--- config.mk ---
export PLATFORM = sky130hd
export DESIGN_NAME = pefc_features_capability
export DESIGN_NICKNAME = d
export VERILOG_FILES = /design/src/pkg/pefc_pkg.sv /design/src/rtl/pefc_features_capability.sv
export VERILOG_INCLUDE_DIRS = /design/src /design/src/pkg
export SDC_FILE = /design/constraint.sdc
export NUM_CORES = 1
export LEC_CHECK = 0
export ABC_AREA = 1
export BUFFER_PORTS_ARGS = -buffer_cell sky130_fd_sc_hd__buf_2
export CORE_UTILIZATION = 26
export DETAILED_ROUTE_END_ITERATION = 7
export GPL_TIMING_DRIVEN = 0
export PLACE_DENSITY = 0.87
export RECOVER_POWER = 25
export SLEW_MARGIN = 15
export SYNTH_ARGS = -nofsm -noshare
export SYNTH_HDL_FRONTEND = slang
export SYNTH_SLANG_ARGS = --single-unit
--- constraint.sdc ---
create_clock -name core_clk -period 1.3 [get_ports core_clk]
set_input_delay 0.065 -clock core_clk [delete_from_list [all_inputs] [get_ports core_clk]]
set_output_delay 0.065 -clock core_clk [all_outputs]
set_load 0.03 [all_outputs]
--- src/pkg/pefc_params.svh ---
`ifndef PEFC_PARAMS_SVH
`define PEFC_PARAMS_SVH

// Maintenance packet format type and the hop count that ends at this device.
`define PEFC_FTYPE_MAINT        4'h8
`define PEFC_HOP_LOCAL          8'h00

// Maintenance transaction codes.
`define PEFC_TTYPE_READ         4'h0
`define PEFC_TTYPE_WRITE        4'h1

// Register offset (byte address) and composite reset value.
`define PEFC_FEAT_OFFSET        24'h000010
`define PEFC_FEAT_RESET         32'h1000051f

// Field positions, counted from the most significant bit as bit 0.
`define PEFC_POS_BRIDGE         0
`define PEFC_POS_ENDPOINT       1
`define PEFC_POS_PROCESSOR      2
`define PEFC_POS_SWITCH         3
`define PEFC_POS_MULTICAST      21
`define PEFC_POS_BRINGUP        23
`define PEFC_POS_LARGE_ID       27
`define PEFC_POS_EXT_VALID      28
`define PEFC_POS_EXT_ADDR       29

// Field values.
`define PEFC_VAL_BRIDGE         1'h0
`define PEFC_VAL_ENDPOINT       1'h0
`define PEFC_VAL_PROCESSOR      1'h0
`define PEFC_VAL_SWITCH         1'h1
`define PEFC_VAL_MULTICAST      1'h1
`define PEFC_VAL_BRINGUP        1'h1
`define PEFC_VAL_LARGE_ID       1'h1
`define PEFC_VAL_EXT_VALID      1'h1
`define PEFC_VAL_EXT_ADDR       3'h7

`endif

--- src/pkg/pefc_pkg.sv ---
`include "pefc_params.svh"

package pefc_pkg;

	typedef enum logic [1:0] {
		PEFC_RSP_DONE,
		PEFC_RSP_ERROR
	} pefc_status_t;

	typedef logic [31:0] pefc_word_t;

endpackage : pefc_pkg

--- src/rtl/pefc_features_capability.sv ---
`timescale 1ns/100ps
// Overview of operation
// [RULE1] The capability register sits at offset 0x10, is read-only and always reads 0x1000_051F.
// [RULE2] Bit 0 reads zero because the device cannot bridge to another interface type.
// [RULE3] Bit 1 reads zero because the device has no space reachable by non-maintenance reads or writes.
// [RULE4] Bit 2 reads zero because the device holds no code-executing processor.
// [RULE5] Bit 3 reads one, and maintenance packets with hop count zero go to the register bus, not onward.
// [RULE6] Bit 21 reads one to advertise the multicast extensions.
// [RULE7] Bit 23 reads one to advertise the system bring-up register extension.
// [RULE8] Forwarding follows the ingress lookup table and bit 27 steers nothing.
// [RULE9] Bit 27 reads one, meaning both 8-bit and 16-bit destination IDs are supported.
// [RULE10] Bit 28 reads one, marking the extended-features pointer as valid.
// [RULE11] Bits 29 to 31 read 0b111 for 66-, 50- and 34-bit extended addressing.
// [RULE12] Reserved bits read zero and writes to the register change nothing.

`include "pefc_params.svh"

module pefc_features_capability (
	input  wire logic                  core_clk,
	input  wire logic                  nrst,
	input  wire logic                  pktValid,
	output logic                       pktReady,
	input  wire logic [3:0]            pktFtype,
	input  wire logic [7:0]            pktHopCount,
	input  wire logic [3:0]            pktTtype,
	input  wire logic [23:0]           pktOffset,
	input  wire logic [31:0]           pktWrData,
	output logic                       fwdValid,
	input  wire logic                  fwdReady,
	output logic                       rspValid,
	output pefc_pkg::pefc_word_t       rspData,
	output pefc_pkg::pefc_status_t     rspStatus
);
	import pefc_pkg::*;

	// ************************************************
	// Field assembly
	// ************************************************

	// Converts a most-significant-first bit number into a vector index.
	function automatic int unsigned pefc_idx(input int unsigned pos);
		return 31 - pos;
	endfunction : pefc_idx

	pefc_word_t featValue;
	pefc_word_t fieldMask;
	pefc_word_t featWord;

	// Returns the word with one bit, numbered most-significant-first, set to the value.
	function automatic pefc_word_t pefc_put_bit(
		input pefc_word_t  word,
		input int unsigned pos,
		input logic        val
	);
		pefc_word_t result;
		result = word;
		result[pefc_idx(pos)] = val;
		return result;
	endfunction : pefc_put_bit

	// ************************************************
	// Named fields
	// ************************************************

	// Each field is tied to the value that this device reports about itself.
	logic       bridgeCapable;
	logic       endpointCapable;
	logic       processorPresent;
	logic       switchCapable;
	logic       multicastSupported;
	logic       bringupExtensionSupported;
	logic       largeDestinationIdSupported;
	logic       extendedFeaturesValid;
	logic [2:0] extendedAddressingSupport;

	assign bridgeCapable               = `PEFC_VAL_BRIDGE;     // RULE2
	assign endpointCapable             = `PEFC_VAL_ENDPOINT;   // RULE3
	assign processorPresent            = `PEFC_VAL_PROCESSOR;  // RULE4
	assign switchCapable               = `PEFC_VAL_SWITCH;     // RULE5
	assign multicastSupported          = `PEFC_VAL_MULTICAST;  // RULE6
	assign bringupExtensionSupported   = `PEFC_VAL_BRINGUP;    // RULE7
	assign largeDestinationIdSupported = `PEFC_VAL_LARGE_ID;   // RULE9
	assign extendedFeaturesValid       = `PEFC_VAL_EXT_VALID;  // RULE10
	assign extendedAddressingSupport   = `PEFC_VAL_EXT_ADDR;   // RULE11

	// ************************************************
	// Word assembly
	// ************************************************

	always_comb begin
		featValue = '0;                                                                  // RULE12
		featValue = pefc_put_bit(featValue, `PEFC_POS_BRIDGE, bridgeCapable);            // RULE2
		featValue = pefc_put_bit(featValue, `PEFC_POS_ENDPOINT, endpointCapable);        // RULE3
		featValue = pefc_put_bit(featValue, `PEFC_POS_PROCESSOR, processorPresent);      // RULE4
		featValue = pefc_put_bit(featValue, `PEFC_POS_SWITCH, switchCapable);            // RULE5
		featValue = pefc_put_bit(featValue, `PEFC_POS_MULTICAST, multicastSupported);    // RULE6
		featValue = pefc_put_bit(featValue, `PEFC_POS_BRINGUP, bringupExtensionSupported); // RULE7
		featValue = pefc_put_bit(featValue, `PEFC_POS_LARGE_ID, largeDestinationIdSupported); // RULE9
		featValue = pefc_put_bit(featValue, `PEFC_POS_EXT_VALID, extendedFeaturesValid); // RULE10
		featValue[pefc_idx(`PEFC_POS_EXT_ADDR) -: 3] = extendedAddressingSupport;        // RULE11
	end

	// Only documented fields may reach the bus; every reserved position stays zero.
	always_comb begin
		fieldMask = '0;
		fieldMask = pefc_put_bit(fieldMask, `PEFC_POS_BRIDGE, 1'b1);
		fieldMask = pefc_put_bit(fieldMask, `PEFC_POS_ENDPOINT, 1'b1);
		fieldMask = pefc_put_bit(fieldMask, `PEFC_POS_PROCESSOR, 1'b1);
		fieldMask = pefc_put_bit(fieldMask, `PEFC_POS_SWITCH, 1'b1);
		fieldMask = pefc_put_bit(fieldMask, `PEFC_POS_MULTICAST, 1'b1);
		fieldMask = pefc_put_bit(fieldMask, `PEFC_POS_BRINGUP, 1'b1);
		fieldMask = pefc_put_bit(fieldMask, `PEFC_POS_LARGE_ID, 1'b1);
		fieldMask = pefc_put_bit(fieldMask, `PEFC_POS_EXT_VALID, 1'b1);
		fieldMask[pefc_idx(`PEFC_POS_EXT_ADDR) -: 3] = 3'h7;
	end

	assign featWord = featValue & fieldMask;                                             // RULE12

	// ************************************************
	// Packet steering
	// ************************************************

	// True for a maintenance packet whose hop count has run out at this device.
	function automatic logic pefc_is_local(
		input logic [3:0] ftype,
		input logic [7:0] hops
	);
		return (ftype == `PEFC_FTYPE_MAINT) && (hops == `PEFC_HOP_LOCAL);
	endfunction : pefc_is_local

	logic isLocal;
	logic taken;

	// The routing decision looks only at type and hop count, never at the capability bits.
	assign isLocal  = pefc_is_local(pktFtype, pktHopCount);                              // RULE5
	assign fwdValid = pktValid && !isLocal;                                              // RULE8
	// Local packets are always accepted; everything else waits on the routing path.
	assign pktReady = isLocal ? 1'b1 : fwdReady;                                         // RULE5
	assign taken    = pktValid && isLocal;                                               // RULE5

	// ************************************************
	// Offset decode
	// ************************************************

	// Compares the word address of a request with the register's offset; byte lanes are ignored.
	function automatic logic pefc_offset_hit(
		input logic [23:0] offset
	);
		return offset[23:2] == 22'(`PEFC_FEAT_OFFSET >> 2);
	endfunction : pefc_offset_hit

	logic offsetMatch;

	assign offsetMatch = pefc_offset_hit(pktOffset);                                     // RULE1

	// ************************************************
	// Transaction decode
	// ************************************************

	// True when the transaction code of the request equals the given code.
	function automatic logic pefc_ttype_is(
		input logic [3:0] ttype,
		input logic [3:0] code
	);
		return ttype == code;
	endfunction : pefc_ttype_is

	logic isRead;
	logic isWrite;
	logic readHit;
	logic writeHit;

	assign isRead   = pefc_ttype_is(pktTtype, `PEFC_TTYPE_READ);
	assign isWrite  = pefc_ttype_is(pktTtype, `PEFC_TTYPE_WRITE);
	assign readHit  = offsetMatch && isRead;                                             // RULE1
	assign writeHit = offsetMatch && isWrite;                                            // RULE12

	// ************************************************
	// Register bus answer
	// ************************************************

	pefc_word_t   next_rspData;
	pefc_status_t next_rspStatus;

	// Anything but a read or write of this register is answered with an error and no data.
	always_comb begin
		next_rspData   = '0;
		next_rspStatus = PEFC_RSP_ERROR;
		if (readHit) begin
			next_rspData   = featWord;                                                   // RULE1
			next_rspStatus = PEFC_RSP_DONE;
		end else if (writeHit) begin
			// Write data is dropped; the register keeps its fixed value.
			next_rspStatus = PEFC_RSP_DONE;                                              // RULE12
		end
	end

	// Exactly one answer follows every taken local packet, one cycle later.
	always_ff @(posedge core_clk or negedge nrst) begin
		if (!nrst) begin
			rspValid <= 1'b0;
		end else begin
			rspValid <= taken;                                                           // RULE5
		end
	end

	// Data and status hold until the next local packet is taken.
	always_ff @(posedge core_clk or negedge nrst) begin
		if (!nrst) begin
			rspData <= '0;
		end else if (taken) begin
			rspData <= next_rspData;                                                     // RULE1
		end
	end

	always_ff @(posedge core_clk or negedge nrst) begin
		if (!nrst) begin
			rspStatus <= PEFC_RSP_DONE;
		end else if (taken) begin
			rspStatus <= next_rspStatus;
		end
	end

endmodule : pefc_features_capability

== After elaboration in Yosys (flattened, before gate mapping) ==
Cells that the tools add are included.
Word-level totals
  register bits after elaboration: 35
  output and inout port bits: 37
Cells by class
  equality and inequality tests: 3
  muxes and demuxes: 4
  reduce and logical (&&, ||, !) cells: 8
Operators with widths (number)
  two-way mux 29 bit: 1
  equality test 22 x 3 -> 1 bit (second input constant): 1
  logical NOT 8 bit: 1
  logical AND 1 bit: 5
  equality test 4 x 1 -> 1 bit (second input constant): 1
  equality test 4 bit (second input constant): 1
  logical NOT 4 bit: 1
  two-way mux 1 bit: 2
  two-way mux 2 bit: 1
  logical NOT 1 bit: 1

== Depth between registers and ports, before layout ==
  depth in word-level cells: 4
  depth in mapped cells: 8
  depth with buffers taken out: 8

== Worst setup path before layout ==
Ideal clock, no wire load.
  kind: reg2out
  from: register rspData[10]
  to: output rspData[10]
  data arrival time: 0.830 ns
  slack: 0.405 ns
  cell stages (with the launch flop): 2
  path buffers: 1
  path through: dfrtp_1 buf_4
RTL lines
  from (decl): line pefc_features_capability.sv:31  | output pefc_pkg::pefc_word_t rspData,
  from (signal assigned): line pefc_features_capability.sv:212  | rspData <= next_rspData;
No word-level cell between the ends.

== Worst setup path after layout ==
  from: register rspData[10]
  to: output rspData[10]
No word-level cell between the ends.

==> summary.md <==
| Metric | Value |
|---|---|
| Number of antenna violations at the first check in global routing | `0` |
| Final Wtd Congestion | `0.658` |
| Area of the mapped netlist | `563 um2` |
| Max-Cap Viols | `0` |
| Area share of xor/xnor cells in the synthesized design | `0%` |
| Drt total wl | `1310 um` |
| Total power divided by cell area | `521 nW/um2` |
| Hold-critical path endpoint | `rspValid` |
| Capturing element type of the critical path | `primary output` |
| Min setup slack post-route | `0.200 ns` |
| DRT Pass-1 Iters | `3` |
| Total overflow reported by the global router | `0` |
| Clock Skews | `0 ns` |
| CTS Root Buffer Type | `sky130_fd_sc_hd__clkbuf_4` |
| Cells taking the most area after synthesis | `sky130_fd_sc_hd__buf_4 (43%), sky130_fd_sc_hd__nor2_1 (15%), sky130_fd_sc_hd__dfrtp_1 (13%), sky130_fd_sc_hd__nand2_1 (13%), sky130_fd_sc_hd__inv_1 (4.0%)` |
| Number of standard-cell rows in the floorplan | `16` |
| Final count of hold timing violations | `0` |
| Launching point of the worst reg2reg path | `rspData[10]` |
| Starting DRC count in detailed routing | `4` |
| Max-slew violation count | `0` |
| Proportion of netlist area held by the largest area contributor | `42.7%` |
| Kind of start point of the critical path | `register` |
| Number of antenna cells inserted | `0` |
| Routed via count | `705` |
| CTS tree | `done` |
| Simple-gate share of the synthesized area | `37.8%` |
| Run status | `completed` |
| Period Utilization, post-route | `84.6%` |
| Worst hold margin | `0.131 ns` |
| Clk pwr share | `31.1%` |
| Y dimension of the die | `48.5 um` |
| Max H-tree Level | `1` |
| Post-synth top area cell | `sky130_fd_sc_hd__buf_4` |
| Share of final-layout standard cells stronger than drive strength 1 | `51.7%` |
| Global-route usage over all layers | `11.6%` |
| Data arrival time of the worst path | `1.04 ns` |
| Largest net degree at the start of global routing | `10` |
| Area growth, synth to finish | `74.9%` |
| Category of the most critical setup path | `reg2out` |
| Hold path cells | `3` |
| Logic gate share of total power | `50.5%` |
| GR Layer Usage met3 | `3.46%` |
| Core Box Area | `2000 um2` |
| Clock slew at reported path FFs | `0.04 ns` |
| Average wire per standard cell | `6.43 um` |
| Final Net Count | `253` |
| Antenna-violating nets left | `0` |
| Achievable clock frequency | `909 MHz` |
| Hold path start | `pktValid` |
| Post-cts resize count | `0` |
| Worst Hold Class | `in2reg` |
| Seq pwr share | `18.4%` |
| Width of the chip | `48.5 um` |
| Area of the die | `2360 um2` |
| Global routing usage on met2 | `21.8%` |
| Critical path peak fanout | `9` |
| Adder-cell share of the synthesized area | `0%` |
| Vias in the first global route | `582` |
| Mux contribution to synthesized area | `0%` |
| Logic depth of the worst register-to-register path | `2` |
| Instance count after placement with tap cells included | `198` |
| Final setup violation count | `0` |
| Sink Count | `3` |
| Worst VDD drop | `264 uV` |
| Post-detailed-route via-to-cell ratio | `3.47` |
| Endpoint of the lowest-slack register-to-register path | `rspData[10]` |
| Wire length of the first global-routing pass | `2160 um` |
| Pre-CTS setup slack | `0.356 ns` |
| Average instance area after synthesis | `5.99 um2` |
| Maximum root-to-sink buffer count | `2` |
| Initial core utilization | `28.1%` |
| Instance count of the mapped netlist | `94` |
| Synth warn | `0` |
| Fillers | `233` |
| NetSw | `0.000195 W` |
| Seq/Total Area, Yosys | `13.3%` |
| Leakage power total | `0.650 nW` |
| Sw frac | `38.0%` |
| GRT busiest layer | `met2` |
| Total negative slack for setup checks | `0 ns` |
| Fraction of the mapped netlist area in compound gates | `0.889%` |
| Min cycle time layout | `1.10 ns` |
| Netlist cell types | `14` |
| Number of remaining DRC errors | `0` |
| Worst Path Required | `1.24 ns` |
| Unrepaired setup endpoints after global routing | `false` |
| Cell internal power dissipation | `0.000318 W` |
| Non-filler instance count after layout | `203` |
| Port-buffer cells | `53` |
| I/O Pins | `113` |
| Estimated wirelength of the detail-placed design | `1200 um` |
| Worst-Skew Late Latency | `0.23 ns` |
| Yosys reg bits | `3` |
| CTS buffer count | `3` |
| Reg-to-reg setup timing slack | `0.58 ns` |
| Largest family of logic cells by synthesized area | `buffers and inverters` |
| Routing usage on met1 | `10.2%` |
## synth_stat cells (all sizes together)
cell type,number
nand2,20
nand3,3
nor3,3
conb,1
a21oi,1
inv,7
nor2,24
dfrtp,3
buf,32
## state kept, by name (all words and copies together) (netlist names)
signal	flops
rspData	1
rspStatus	1
rspValid	1
## layout by cell type (no fill, tap or decap), drive strengths merged
cell / n
nand2: 20
inv: 7
clkbuf: 5
nor3: 3
nor2: 24
dlygate4sd3: 1
nand3: 3
a21oi: 1
buf: 84
conb: 25
dfrtp: 3
## what timing repair did
action	CTS	global route
hold endpoints to repair	3	0
hold buffers	1	0
buffers inserted	0	0
## cell families (layout without fill, tap and decap cells)
family	after synthesis	in the layout
compound gates	1	1
buf+inv	39	97
flops	3	3
other cells	1	25
simple gates	50	50
## layer usage
| layer | wire length [um] | part of all wire [%] |
|---|---|---|
| met4 | 16 | 1.2 |
| met1 | 445 | 34 |
| met5 | 0 | 0 |
| met2 | 655 | 50 |
| met3 | 189 | 14 |
## through the flow
step	area [um2]	power, W	utilization (%)
floorplan	653	0.000282	-
global placement	952	0.000348	47.6
CTS	988	0.000521	49.4
detailed placement	952	0.000350	47.6
global route	985	0.000544	49.2
finish	985	0.000513	49.2
## worst max-delay path by stage
| stage | start | slack (ns) | cells after the start | to |
|---|---|---|---|---|
| 3_5_place_dp | pktHopCount[7] | 0.36 | 9 | rspData[10] |
| 4_1_cts | rspData[10] | 0.19 | 2 | rspData[10] |
| 6_report | rspData[10] | 0.20 | 2 | rspData[10] |
| 3_3_place_gp | pktHopCount[7] | 0.37 | 9 | rspData[10] |
| 5_1_grt | rspData[10] | 0.13 | 2 | rspData[10] |
| 2_1_floorplan | rspData[10] | 0.40 | 1 | rspData[10] |
## cell type report
class,count,area [um2],area share (%)
Inverter,7,26.3,2.67
Multi-Input combinational cell,76,309,31.4
Clock buffer,4,26.3,2.67
Sequential cell,3,75.1,7.62
Tap cell,27,33.8,3.43
Buffer,32,240,24.4
Timing Repair Buffer,54,274,27.8
## power by group through the flow
| stage | combinational, W | clock [W] | sequential [W] |
|---|---|---|---|
| finish | 0.000259 | 0.000160 | 0.0000943 |
| global route | 0.000279 | 0.000171 | 0.0000942 |
| CTS | 0.000258 | 0.000169 | 0.0000942 |
| detailed placement | 0.000255 | 0 | 0.0000954 |
| global placement | 0.000253 | 0 | 0.0000955 |
| floorplan | 0.000186 | 0 | 0.0000960 |
## worst max-delay path, stage by stage, from the launching register on
cell and delay [ns]:
sky130_fd_sc_hd__dfrtp_1 0.47, sky130_fd_sc_hd__buf_4 0.15, sky130_fd_sc_hd__buf_2 0.18
(Power assumes the default switching activity.)
